## config.mk

```make
export PLATFORM = sky130hd
export DESIGN_NAME = irq_vectoring
export DESIGN_NICKNAME = d
export VERILOG_FILES = /design/src/rtl/irq_vec_pkg.sv /design/src/rtl/irq_vectoring.sv
export SDC_FILE = /design/constraint.sdc
export NUM_CORES = 1
export LEC_CHECK = 0
export BUFFER_PORTS_ARGS = -buffer_cell sky130_fd_sc_hd__buf_2
export CAP_MARGIN = 40
export CORE_MARGIN = 5
export CORE_UTILIZATION = 55
export CTS_CLUSTER_DIAMETER = 80
export DETAILED_ROUTE_END_ITERATION = 10
export GPL_ROUTABILITY_DRIVEN = 0
export GPL_TIMING_DRIVEN = 0
export PLACE_DENSITY = 0.84
export SLEW_MARGIN = 15
export SYNTH_ARGS = -nofsm -noshare
export SYNTH_HDL_FRONTEND = slang
export SYNTH_SLANG_ARGS = --single-unit
```

## constraint.sdc

```tcl
create_clock -name pclk -period 3 [get_ports pclk]
set_input_delay 0.15 -clock pclk [delete_from_list [all_inputs] [get_ports pclk]]
set_output_delay 0.15 -clock pclk [all_outputs]
set_load 0.01 [all_outputs]
```

## src/rtl/irq_vec_pkg.sv

```systemverilog
// Constants, types and register layout of the interrupt vectoring logic
// Contract
// - Take a vector call only if no equal or higher priority service is active.
// - Call only in the last machine cycle of the executing instruction.
// - Withhold the call while the instruction writes enable/priority registers or is a return.
// - Poll the request flags anew in every machine cycle.
// - A refused request that has gone away is never serviced; no pending memory.
// - Vectoring to a timer 0 or timer 1 routine clears that overflow flag.
// - Vectoring to an external pin routine clears its flag only in edge mode.
// - The call pushes the program counter only, then loads the source vector.
// - Type-select 0 means low-level trigger, 1 means falling-edge trigger.
// - External request flag is set on the edge or level chosen by type-select.
// - In edge mode the flag holds until software clears it or its routine is entered.
// - In level mode the flag is always the inverse of the pin level.
// - Transfer-complete flag requests service; runs only with own and global enable.
// - Wake-up clears the mode bit, runs the waking routine, resumes after the sleep.
// - Idle and power-down set together enter power-down, never idle after waking.
// - Watchdog time-out requests service when its enable and the global enable are set.
package irq_vec_pkg;

    localparam int NSRC = 8;

    // Source numbers, also the polling order: lower number wins
    localparam int SRC_EXT0   = 0;
    localparam int SRC_TIMER0 = 1;
    localparam int SRC_EXT1   = 2;
    localparam int SRC_TIMER1 = 3;
    localparam int SRC_SERIAL = 4;
    localparam int SRC_TIMER2 = 5;
    localparam int SRC_SPI    = 6;
    localparam int SRC_WDOG   = 7;

    // Vector address = base + source * step
    localparam logic [15:0] VEC_BASE = 16'h0003;
    localparam logic [15:0] VEC_STEP = 16'h0008;

    // Register byte offsets
    localparam logic [7:0] OFS_CTRL     = 8'h00;
    localparam logic [7:0] OFS_ENABLE   = 8'h04;
    localparam logic [7:0] OFS_PRIORITY = 8'h08;
    localparam logic [7:0] OFS_FLAGS    = 8'h0C;
    localparam logic [7:0] OFS_EVT_STAT = 8'h10;
    localparam logic [7:0] OFS_EVT_MASK = 8'h14;
    localparam logic [7:0] OFS_STATE    = 8'h18;

    // Control register fields
    localparam int CTRL_EXT0_TYPE = 0;
    localparam int CTRL_EXT1_TYPE = 1;
    localparam int CTRL_GIE       = 2;
    localparam int CTRL_IDLE      = 3;
    localparam int CTRL_PDOWN     = 4;
    localparam int CTRL_W         = 5;

    // Event status fields
    localparam int EVT_CALL     = 0;
    localparam int EVT_WAKE     = 1;
    localparam int EVT_WITHHELD = 2;
    localparam int EVT_W        = 3;

    // Flags that software may clear by writing one
    localparam logic [7:0] FLAGS_SW_CLEAR = 8'hCF;

    // Reset values
    localparam logic [CTRL_W-1:0] CTRL_RST = 5'h00;
    localparam logic [7:0]        ENA_RST  = 8'h00;
    localparam logic [7:0]        PRI_RST  = 8'h00;
    localparam logic [EVT_W-1:0]  EVT_RST  = 3'h0;

    typedef enum {MODE_RUN, MODE_IDLE, MODE_PDOWN} power_mode_t;

    typedef struct packed {
        logic        last_cycle;
        logic        writes_irq_regs;
        logic        return_from_interrupt;
        logic [15:0] next_pc;
    } cpu_status_t;

    typedef struct packed {
        logic t0_overflow;
        logic t1_overflow;
        logic spi_done;
        logic wdog_timeout;
        logic serial_flag;
        logic timer2_flag;
    } src_events_t;

    typedef struct packed {
        logic        valid;
        logic [2:0]  source;
        logic [15:0] vector;
        logic [15:0] push_pc;
    } vector_call_t;

endpackage

```

## src/rtl/irq_vectoring.sv

```systemverilog
// Interrupt vectoring logic with APB register access
module irq_vectoring (
    input  wire logic                        pclk,
    input  wire logic                        presetn,
    input  wire logic                        psel,
    input  wire logic                        penable,
    input  wire logic                        pwrite,
    input  wire logic [7:0]                  paddr,
    input  wire logic [31:0]                 pwdata,
    output logic                             pready,
    output logic [31:0]                      prdata,
    output logic                             pslverr,
    input  wire irq_vec_pkg::cpu_status_t    cpu,
    input  wire irq_vec_pkg::src_events_t    events,
    input  wire logic                        ext0_pin_n,
    input  wire logic                        ext1_pin_n,
    output irq_vec_pkg::vector_call_t        call,
    output logic                             cpu_halted,
    output logic                             periph_halted,
    output logic                             irq
);

    // Register state
    logic [irq_vec_pkg::CTRL_W-1:0] ctrl;
    logic [irq_vec_pkg::CTRL_W-1:0] next_ctrl;
    logic [7:0]                     enable;
    logic [7:0]                     next_enable;
    logic [7:0]                     priority_hi;
    logic [7:0]                     next_priority_hi;
    logic [irq_vec_pkg::EVT_W-1:0]  evt_status;
    logic [irq_vec_pkg::EVT_W-1:0]  next_evt_status;
    logic [irq_vec_pkg::EVT_W-1:0]  evt_mask;
    logic [irq_vec_pkg::EVT_W-1:0]  next_evt_mask;
    logic                           next_irq;

    // Request flags and pin history
    logic [7:0] flags;
    logic [7:0] next_flags;
    logic       ext0_prev;
    logic       ext1_prev;

    // Service and power state
    logic [1:0]                 in_service;
    logic [1:0]                 next_in_service;
    irq_vec_pkg::power_mode_t   mode;
    irq_vec_pkg::power_mode_t   next_mode;
    irq_vec_pkg::vector_call_t  next_call;
    logic                       next_cpu_halted;
    logic                       next_periph_halted;

    // Bus
    logic        next_pready;
    logic [31:0] next_prdata;
    logic        next_pslverr;
    logic        wr_en;
    logic        mapped;

    // Poll
    logic [7:0] pending;
    logic [7:0] pending_hi;
    logic [7:0] wake_src;
    logic       any_req;
    logic       sel_hi;
    logic [2:0] sel_src;
    logic       level_ok;
    logic       take_normal;
    logic       take_wake;
    logic       take;
    logic       withheld;
    logic [7:0] sw_clear;
    logic [7:0] call_clear;

    function automatic logic [2:0] first_index(input logic [7:0] v);
        logic [2:0] idx;
        idx = 3'h0;
        for (int i = irq_vec_pkg::NSRC - 1; i >= 0; i--) begin
            if (v[i]) begin
                idx = 3'(i);
            end
        end
        return idx;
    endfunction

    // APB access: pready rises one cycle into the access phase
    assign wr_en = psel & penable & pready & pwrite;

    always_comb begin
        mapped = 1'b1;
        case (paddr)
            irq_vec_pkg::OFS_CTRL,
            irq_vec_pkg::OFS_ENABLE,
            irq_vec_pkg::OFS_PRIORITY,
            irq_vec_pkg::OFS_FLAGS,
            irq_vec_pkg::OFS_EVT_STAT,
            irq_vec_pkg::OFS_EVT_MASK,
            irq_vec_pkg::OFS_STATE: mapped = 1'b1;
            default: mapped = 1'b0;
        endcase
    end

    always_comb begin
        next_pready  = psel & penable & ~pready;
        next_pslverr = psel & penable & ~pready & ~mapped;
        next_prdata  = 32'h0000_0000;
        if (psel & penable & ~pready & ~pwrite) begin
            case (paddr)
                irq_vec_pkg::OFS_CTRL:     next_prdata = {27'h000_0000, ctrl};
                irq_vec_pkg::OFS_ENABLE:   next_prdata = {24'h00_0000, enable};
                irq_vec_pkg::OFS_PRIORITY: next_prdata = {24'h00_0000, priority_hi};
                irq_vec_pkg::OFS_FLAGS:    next_prdata = {24'h00_0000, flags};
                irq_vec_pkg::OFS_EVT_STAT: next_prdata = {29'h0000_0000, evt_status};
                irq_vec_pkg::OFS_EVT_MASK: next_prdata = {29'h0000_0000, evt_mask};
                irq_vec_pkg::OFS_STATE: begin
                    next_prdata = {16'h0000, call.vector[7:0], 1'b0, call.source,
                                   cpu_halted, periph_halted, in_service};
                end
                default: next_prdata = 32'h0000_0000;
            endcase
        end
    end

    always_ff @(posedge pclk or negedge presetn) begin
        if (!presetn) begin
            pready  <= 1'b0;
            prdata  <= 32'h0000_0000;
            pslverr <= 1'b0;
        end else begin
            pready  <= next_pready;
            prdata  <= next_prdata;
            pslverr <= next_pslverr;
        end
    end

    // Poll: every cycle starts fresh from the current flags, nothing is held over
    always_comb begin
        pending    = flags & enable & {8{ctrl[irq_vec_pkg::CTRL_GIE]}};
        pending_hi = pending & priority_hi;
        any_req    = |pending;
        sel_hi     = |pending_hi;
        sel_src    = sel_hi ? first_index(pending_hi) : first_index(pending);
        // High level in service blocks all; low level blocks only low requests
        level_ok   = ~in_service[1] & (~in_service[0] | sel_hi);
        // Peripheral clocks stop in power-down, so only pins and watchdog wake it
        wake_src   = (mode == irq_vec_pkg::MODE_PDOWN) ?
                     (pending & 8'h85) : pending;
        take_normal = (mode == irq_vec_pkg::MODE_RUN) & any_req & level_ok
                    & cpu.last_cycle
                    & ~cpu.writes_irq_regs & ~cpu.return_from_interrupt;
        // The core is parked between instructions while asleep
        take_wake  = (mode != irq_vec_pkg::MODE_RUN) & (|wake_src) & level_ok;
        take       = take_normal | take_wake;
        withheld   = (mode == irq_vec_pkg::MODE_RUN) & any_req & level_ok & cpu.last_cycle
                   & (cpu.writes_irq_regs | cpu.return_from_interrupt);
    end

    // Request flags
    always_comb begin
        sw_clear = 8'h00;
        if (wr_en && paddr == irq_vec_pkg::OFS_FLAGS) begin
            sw_clear = pwdata[7:0] & irq_vec_pkg::FLAGS_SW_CLEAR;
        end
        call_clear = 8'h00;
        if (take) begin
            case (sel_src)
                3'(irq_vec_pkg::SRC_TIMER0): call_clear[irq_vec_pkg::SRC_TIMER0] = 1'b1;
                3'(irq_vec_pkg::SRC_TIMER1): call_clear[irq_vec_pkg::SRC_TIMER1] = 1'b1;
                3'(irq_vec_pkg::SRC_EXT0):   call_clear[irq_vec_pkg::SRC_EXT0] = 1'b1;
                3'(irq_vec_pkg::SRC_EXT1):   call_clear[irq_vec_pkg::SRC_EXT1] = 1'b1;
                default:                     call_clear = 8'h00;
            endcase
        end
        next_flags = flags;
        // External 0: 1 selects falling edge, 0 selects low level
        if (ctrl[irq_vec_pkg::CTRL_EXT0_TYPE]) begin
            next_flags[irq_vec_pkg::SRC_EXT0] = (ext0_prev & ~ext0_pin_n)
                | (flags[irq_vec_pkg::SRC_EXT0] & ~sw_clear[irq_vec_pkg::SRC_EXT0]
                   & ~call_clear[irq_vec_pkg::SRC_EXT0]);
        end else begin
            next_flags[irq_vec_pkg::SRC_EXT0] = ~ext0_pin_n;
        end
        if (ctrl[irq_vec_pkg::CTRL_EXT1_TYPE]) begin
            next_flags[irq_vec_pkg::SRC_EXT1] = (ext1_prev & ~ext1_pin_n)
                | (flags[irq_vec_pkg::SRC_EXT1] & ~sw_clear[irq_vec_pkg::SRC_EXT1]
                   & ~call_clear[irq_vec_pkg::SRC_EXT1]);
        end else begin
            next_flags[irq_vec_pkg::SRC_EXT1] = ~ext1_pin_n;
        end
        // Set wins over a clear in the same cycle
        next_flags[irq_vec_pkg::SRC_TIMER0] = events.t0_overflow
            | (flags[irq_vec_pkg::SRC_TIMER0] & ~sw_clear[irq_vec_pkg::SRC_TIMER0]
               & ~call_clear[irq_vec_pkg::SRC_TIMER0]);
        next_flags[irq_vec_pkg::SRC_TIMER1] = events.t1_overflow
            | (flags[irq_vec_pkg::SRC_TIMER1] & ~sw_clear[irq_vec_pkg::SRC_TIMER1]
               & ~call_clear[irq_vec_pkg::SRC_TIMER1]);
        // Serial and timer 2 flags live in their peripherals; mirrored here
        next_flags[irq_vec_pkg::SRC_SERIAL] = events.serial_flag;
        next_flags[irq_vec_pkg::SRC_TIMER2] = events.timer2_flag;
        next_flags[irq_vec_pkg::SRC_SPI] = events.spi_done
            | (flags[irq_vec_pkg::SRC_SPI] & ~sw_clear[irq_vec_pkg::SRC_SPI]);
        next_flags[irq_vec_pkg::SRC_WDOG] = events.wdog_timeout
            | (flags[irq_vec_pkg::SRC_WDOG] & ~sw_clear[irq_vec_pkg::SRC_WDOG]);
    end

    always_ff @(posedge pclk or negedge presetn) begin
        if (!presetn) begin
            flags     <= 8'h00;
            ext0_prev <= 1'b1;
            ext1_prev <= 1'b1;
        end else begin
            flags     <= next_flags;
            ext0_prev <= ext0_pin_n;
            ext1_prev <= ext1_pin_n;
        end
    end

    // Software registers and power-mode requests
    always_comb begin
        next_ctrl        = ctrl;
        next_enable      = enable;
        next_priority_hi = priority_hi;
        next_evt_mask    = evt_mask;
        if (wr_en) begin
            case (paddr)
                irq_vec_pkg::OFS_CTRL:     next_ctrl = pwdata[irq_vec_pkg::CTRL_W-1:0];
                irq_vec_pkg::OFS_ENABLE:   next_enable = pwdata[7:0];
                irq_vec_pkg::OFS_PRIORITY: next_priority_hi = pwdata[7:0];
                irq_vec_pkg::OFS_EVT_MASK: next_evt_mask = pwdata[irq_vec_pkg::EVT_W-1:0];
                default: next_enable = enable;
            endcase
        end
        // Both sleep bits drop on wake, so power-down never falls into idle
        if (take_wake) begin
            next_ctrl[irq_vec_pkg::CTRL_IDLE]  = 1'b0;
            next_ctrl[irq_vec_pkg::CTRL_PDOWN] = 1'b0;
        end
    end

    always_ff @(posedge pclk or negedge presetn) begin
        if (!presetn) begin
            ctrl        <= irq_vec_pkg::CTRL_RST;
            enable      <= irq_vec_pkg::ENA_RST;
            priority_hi <= irq_vec_pkg::PRI_RST;
            evt_mask    <= irq_vec_pkg::EVT_RST;
        end else begin
            ctrl        <= next_ctrl;
            enable      <= next_enable;
            priority_hi <= next_priority_hi;
            evt_mask    <= next_evt_mask;
        end
    end

    // Power mode and service levels
    always_comb begin
        next_mode = mode;
        case (mode)
            irq_vec_pkg::MODE_RUN: begin
                if (ctrl[irq_vec_pkg::CTRL_PDOWN]) begin
                    next_mode = irq_vec_pkg::MODE_PDOWN;
                end else if (ctrl[irq_vec_pkg::CTRL_IDLE]) begin
                    next_mode = irq_vec_pkg::MODE_IDLE;
                end
            end
            irq_vec_pkg::MODE_IDLE,
            irq_vec_pkg::MODE_PDOWN: begin
                if (take_wake) begin
                    next_mode = irq_vec_pkg::MODE_RUN;
                end
            end
            default: next_mode = irq_vec_pkg::MODE_RUN;
        endcase
        next_cpu_halted    = (next_mode != irq_vec_pkg::MODE_RUN);
        next_periph_halted = (next_mode == irq_vec_pkg::MODE_PDOWN);
        next_in_service = in_service;
        if (cpu.return_from_interrupt) begin
            if (in_service[1]) begin
                next_in_service[1] = 1'b0;
            end else begin
                next_in_service[0] = 1'b0;
            end
        end else if (take) begin
            next_in_service[sel_hi] = 1'b1;
        end
    end

    // Call: return address only, the status word is left to software
    always_comb begin
        next_call         = call;
        next_call.valid   = take;
        if (take) begin
            next_call.source  = sel_src;
            next_call.vector  = irq_vec_pkg::VEC_BASE
                              + 16'({13'h0000, sel_src} * irq_vec_pkg::VEC_STEP);
            next_call.push_pc = cpu.next_pc;
        end
    end

    always_ff @(posedge pclk or negedge presetn) begin
        if (!presetn) begin
            mode          <= irq_vec_pkg::MODE_RUN;
            in_service    <= 2'h0;
            cpu_halted    <= 1'b0;
            periph_halted <= 1'b0;
            call          <= '0;
        end else begin
            mode          <= next_mode;
            in_service    <= next_in_service;
            cpu_halted    <= next_cpu_halted;
            periph_halted <= next_periph_halted;
            call          <= next_call;
        end
    end

    // Event status, write one to clear, set wins
    always_comb begin
        next_evt_status = evt_status;
        if (wr_en && paddr == irq_vec_pkg::OFS_EVT_STAT) begin
            next_evt_status = evt_status & ~pwdata[irq_vec_pkg::EVT_W-1:0];
        end
        if (take) begin
            next_evt_status[irq_vec_pkg::EVT_CALL] = 1'b1;
        end
        if (take_wake) begin
            next_evt_status[irq_vec_pkg::EVT_WAKE] = 1'b1;
        end
        if (withheld) begin
            next_evt_status[irq_vec_pkg::EVT_WITHHELD] = 1'b1;
        end
        next_irq = |(next_evt_status & next_evt_mask);
    end

    always_ff @(posedge pclk or negedge presetn) begin
        if (!presetn) begin
            evt_status <= irq_vec_pkg::EVT_RST;
            irq        <= 1'b0;
        end else begin
            evt_status <= next_evt_status;
            irq        <= next_irq;
        end
    end

endmodule
```

# Word-level counts from Yosys, hierarchy flattened
# Cells that the tools add are included.
[totals]
ff_bits = 144
latchBits = 0
mem_bits_rw = 0
mem_bits_ro = 0
inputBits = 72
out_inout_bits = 73
n_memories = 0
[op_classes]
addsub = 1
mul = 0
div = 0
order_cmp = 2
eq_ne = 14
shifts = 0
mux = 47
bitwise_logic = 62
n_reduce_logical = 23
[op_table]
columns = ["cell", "count"]
rows = [
  ["case mux 16 bit (7 select lines)", 1],
  ["2-to-1 mux 32 bit", 3],
  ["== test 32 x 3 -> 1 bit, second input constant", 2],
  ["zero test 32 bit", 2],
  ["case mux 32 bit (2 select lines)", 1],
  ["nonzero test 32 bit", 2],
  ["2-to-1 mux 3 bit", 20],
  ["== test 32 x 1 -> 1 bit, second input constant", 1],
  ["== test 32 x 2 -> 1 bit, second input constant", 1],
  ["bitwise AND 1 bit", 27],
  ["bitwise AND 8 bit", 3],
  ["== test 8 x 5 -> 1 bit, second input constant", 3],
  ["OR reduction 8 bit", 3],
  ["inverter 1 bit", 19],
  ["== test 8 x 4 -> 1 bit, second input constant", 2],
  ["2-to-1 mux 16 bit", 1],
  ["2-to-1 mux 1 bit", 12],
  ["2-to-1 mux 5 bit", 2],
  ["AND reduction 2 bit", 5],
  ["OR 1 bit", 9],
  ["== test 8 x 3 -> 1 bit, second input constant", 1],
  ["zero test 8 bit", 1],
  ["2-to-1 mux 8 bit", 1],
  ["adder 2 x 6 -> 7 bit, first input constant", 1],
  ["18 further kinds", 26],
]

# Depth between registers and ports, before layout
[depth]
word_depth = 19
depth_mapped = 10
mapped_depth_nobuf = 7

# Worst setup path before layout
# Ideal clock, no wire load.
[synth_path]
path_kind = "register to register"
start = "register mode[19]"
end = "register call[0] in the netlist's numbering"
arrival_ns = 1.828
t_required_ns = 2.875
setup_slack_ns = 1.047
stages_incl_launch_ff = 9
path_buffers = 2
synth_period_minus_slack_ns = 1.953
path_cell_list = "dfrtp_1 nor4_1 nand4_1 nor2_1 nand2_1 o31a_1 buf_6 buf_6 mux2_4"
[synth_via]
elab_chain_cells = 7
word_cells_on_any_way = 13
classes_between = "eq/ne: 1; mux: 1; bitwise: 8; reduce/logical: 3"
[synth_rtl]
columns = ["element", "line_no", "rtl"]
rows = [
  ["start, declared", "irq_vectoring.sv:45", "irq_vec_pkg::power_mode_t mode;"],
  ["start signal, assigned", "irq_vectoring.sv:299", "mode <= irq_vec_pkg::MODE_RUN;"],
  ["start signal, assigned", "irq_vectoring.sv:305", "mode <= next_mode;"],
  ["zero test 32 bit", "irq_vectoring.sv:146", "take_normal = (mode == irq_vec_pkg::MODE_RUN) & any_req & level_ok"],
  ["bitwise AND 1 bit (2 in series)", "irq_vectoring.sv:146", ""],
  ["bitwise AND 1 bit", "irq_vectoring.sv:147", "& cpu.last_cycle"],
  ["bitwise AND 1 bit (2 in series)", "irq_vectoring.sv:148", "& ~cpu.writes_irq_regs & ~cpu.return_from_interrupt;"],
  ["OR 1 bit (*)", "irq_vectoring.sv:151", "take = take_normal | take_wake;"],
  ["end signal, assigned", "irq_vectoring.sv:309", "call <= next_call;"],
  ["end, declared", "irq_vectoring.sv:17", "output irq_vec_pkg::vector_call_t call,"],
]
# Mark *: on every way between the ends. The rest lies on a longest branch, timed or not.
# A chain may end at the register's enable or synchronous reset.

# Final worst setup path
[layout_path]
start = "register ctrl[2] in the netlist's numbering"
end = "register call[7] in the netlist's numbering"
[layout_via]
elab_chain_cells = 10
word_cells_on_any_way = 16
classes_between = "mux: 1; bitwise: 12; reduce/logical: 3"
[layout_rtl]
columns = ["element", "line_no", "rtl"]
rows = [
  ["start, declared", "irq_vectoring.sv:24", "logic [irq_vec_pkg::CTRL_W-1:0] ctrl;"],
  ["start signal, assigned", "irq_vectoring.sv:240", "ctrl <= irq_vec_pkg::CTRL_RST;"],
  ["start signal, assigned", "irq_vectoring.sv:245", "ctrl <= next_ctrl;"],
  ["bitwise AND 8 bit (*)", "irq_vectoring.sv:136", "pending = flags & enable & {8{ctrl[irq_vec_pkg::CTRL_GIE]}};"],
  ["bitwise AND 8 bit", "irq_vectoring.sv:137", "pending_hi = pending & priority_hi;"],
  ["OR reduction 8 bit", "irq_vectoring.sv:139", "sel_hi = |pending_hi;"],
  ["OR 1 bit", "irq_vectoring.sv:142", "level_ok = ~in_service[1] & (~in_service[0] | sel_hi);"],
  ["bitwise AND 1 bit", "irq_vectoring.sv:142", ""],
  ["bitwise AND 1 bit", "irq_vectoring.sv:146", ""],
  ["bitwise AND 1 bit", "irq_vectoring.sv:147", ""],
  ["bitwise AND 1 bit (2 in series)", "irq_vectoring.sv:148", ""],
  ["OR 1 bit (*)", "irq_vectoring.sv:151", ""],
]
# Marks and branches as above.

==> results.toml <==
[status]
status = "finished, final reports clean"

[synthesis]
synth-seq-cells = 109
synth_commonest_cells = "dfrtp_1 (107), nand2_1 (38), buf_4 (35)"
synth_fa_ha_area_share_pct = 0
synth.mux.area_fraction_pct = 14.6
synth.most_common_cell = "dfrtp_1"
synth_xor_xnor_area_share_pct = 0
yosysTopAreaCell = "dfrtp_1"
synth-compound-area-share_pct = 8.78
syn_inst = 400
async_reset_ff_share_pct = 100
yosys.area_share.simple_pct = 12.1
synth_edf_count = 0
yosys.cell_types.count = 53
synth_area_per_cell_um2 = 12.1
ys_warn_count = 0
synth_area_um2 = 4830
synth_flop_cell = "dfrtp_1"
synth.area.top_cells = "dfrtp_1 (55%), mux2_2 (6.1%), buf_4 (5.4%), mux2_4 (5.0%), nand2_1 (3.0%)"
synth_top_family_by_area = "multiplexers"
synth_top_area_share_pct = 55.4
synth.yosys.seq_area_share_pct = 56.5

[clocking]
cts_buffers = 9
cts_hold_buf = 17
post_cts_buffers = 0
clkTransAtPathRegs_ps = 100
clk_path_buf_depth = 2
root_buffer = "clkbuf_8"
htreeDepth = 3
clock_latency_ps = 380
cts_resized = 0
cts_tree = "yes"
cts.sinks = 109

[global_route]
overflow = 0
grt_pass1_wl_um = 18400
grt_max_degree = 80
first_global_vias = 3664
grt_antenna_before_repair = 0
grt_usage_pct = 21.0

[route]
drt_iter0_markers = 327
wirelength_um = 11200
wl_per_cell_um = 16.1
drtPass1Iterations = 7
drc = 0
ant_nets = 0
viasPerCell = 5.27
num_vias = 3654

[critical_path]
slowest_stage = "dfrtp_1"
crit_path_end = "call[7]"
worstPathRequired_ps = 3270
start_kind = "flop"
rr_worst_depth = 9
rr_startpoint = "ctrl[2]"
worstPathMaxFanout = 10
critPathKind = "reg2reg"
arrival_ps = 2570
crit_path_end_kind = "flop"
slowest_delay_ps = 470
crit_start = "ctrl[2]"
rrSetupSlack_ps = 700
r2r_end = "call[7]"
path_common_cell = "buf_6"
crit_chain = "buf_6 > nand4_1 > nand2_1 > nor3_2 > a211oi_2 > o31a_1 > buf_6 > buf_6 > mux2_4"

[place]
dpl.hpwl_um = 8150
port-buffer-count = 88
dpl.cell_count = 656

[sta]
relSlewSlack_pct = 54.7
finalSetupViolCount = 0
fin_crit_ps = 2300
fin_crit_sh_pct = 76.7
timing.fmax_mhz = 435
final.setup_skew_ps = 14.7
tightest_slew_ps = 674
rsz0062_at_grt = "no"
hold_viol = 0
drv_slew = 0
tns_ps = 0

[floorplanning]
placementRows = 34
chipWidth_um = 104
num_io_pins = 145
core_area_um2 = 8640
initial_core_util_pct = 56.0
die_height_um = 104
die_area_um2 = 10800

[power_and_ir_drop]
power_mw = 2.62
power.leakage_nw = 3.12
power_density_nw_per_um2 = 432
ir_drop_mv = 0.260

[finish]
fin_nets = 652
final-instance-count-excl-fill = 694
layout-area-overhead-vs-synth_pct = 25.8
drive_above_1_share_pct = 34.2
final_core_util_pct = 70.4

[min_path]
hp-class = "in2reg"

[run]
cap_violations = 0
## metrics by stage
stage | hold slack, ps | instance area [µm²] | setup WS [ps]
after floorplan | -146 | 5050 | 1050
final | 8.88 | 6080 | 700
after global routing | -1.59 | 6080 | 595
after global placement | 261 | 5630 | 699
after CTS | 2.46 | 6040 | 722
after detailed placement | 44.8 | 5660 | 695
## layout by cell type, fill, tap and decap left out, types with 3 or more instances in the layout
master,n
buf_4,35
mux2_2,26
and2_1,6
nor2b_1,3
a22oi_1,5
mux2_4,16
a31oi_1,10
o21ai_0,7
nor2_1,16
nand4_1,10
buf_2,88
a21oi_1,16
mux2_1,3
dlygate4sd3_1,21
dfrtp_1,107
nor4_1,7
buf_6,5
nor3_1,7
clkbuf_8,9
mux2i_1,5
nand3_1,13
inv_1,10
conb_1,60
nand2_1,38
a21o_1,4
clkbuf_1,5
a41oi_1,3
mux4_2,4
## worst max-delay path, delay by kind of cell, from the launching register on
kind / cells / cell delay (ps)
muxes: 1 / 320
DFF: 1 / 470
and+or+nand+nor: 3 / 440
buffers and inverters: 3 / 520
AOI/OAI and AO/OA: 2 / 430
## how the worst min path moves through the flow
stage               from  endpoint  cells past startpoint
5_1_grt          cpu[10]  call[10]                      2
2_1_floorplan    presetn   call[0]                      0
3_5_place_dp     presetn  flags[6]                      1
6_report         cpu[11]  call[11]                      2
3_3_place_gp   events[0]  flags[5]                      1
4_1_cts          cpu[12]  call[12]                      2
## layer usage
metal  global-route usage [%]  routed length [µm]
met3                     7.71                1200
met2                     34.0                5270
met4                     7.31                 350
met5                        0                   0
met1                     26.2                4340
## power by group
part | leakage, nW | switching [mW] | total [mW] | internal, mW
Clock | 0.0993 | 0.514 | 0.912 | 0.397
Combinational | 1.61 | 0.112 | 0.205 | 0.0926
Sequential | 1.41 | 0.0115 | 1.51 | 1.50
## logic make-up (layout without fill, tap and decap cells)
| logic type | count (synthesis) | count (layout) |
|---|---|---|
| buffers and inverters | 58 | 184 |
| AOI/OAI and AO/OA | 63 | 63 |
| muxes | 54 | 54 |
| DFF | 109 | 109 |
| and+or+nand+nor | 115 | 115 |
| other | 1 | 61 |
## flip-flops by register name (all words and copies together) (netlist names), 2 cells and up
register,cells
prdata,12
mode,32
flags,8
call,21
enable,8
priority_hi,8
in_service,2
evt_mask,3
evt_status,3
ctrl,5
## final cells by class
type / count / area (µm²)
timing repair buffer: 110 / 684
inverter: 11 / 41.3
clock inverter: 7 / 81.3
buffer: 47 / 339
tap: 108 / 135
clock buffer: 9 / 124
sequential: 109 / 2730
antenna: 1 / 2.50
multi-input combinational: 292 / 1940
fill: 618 / 2550
Note: power is estimated with default switching activity, not from simulation.
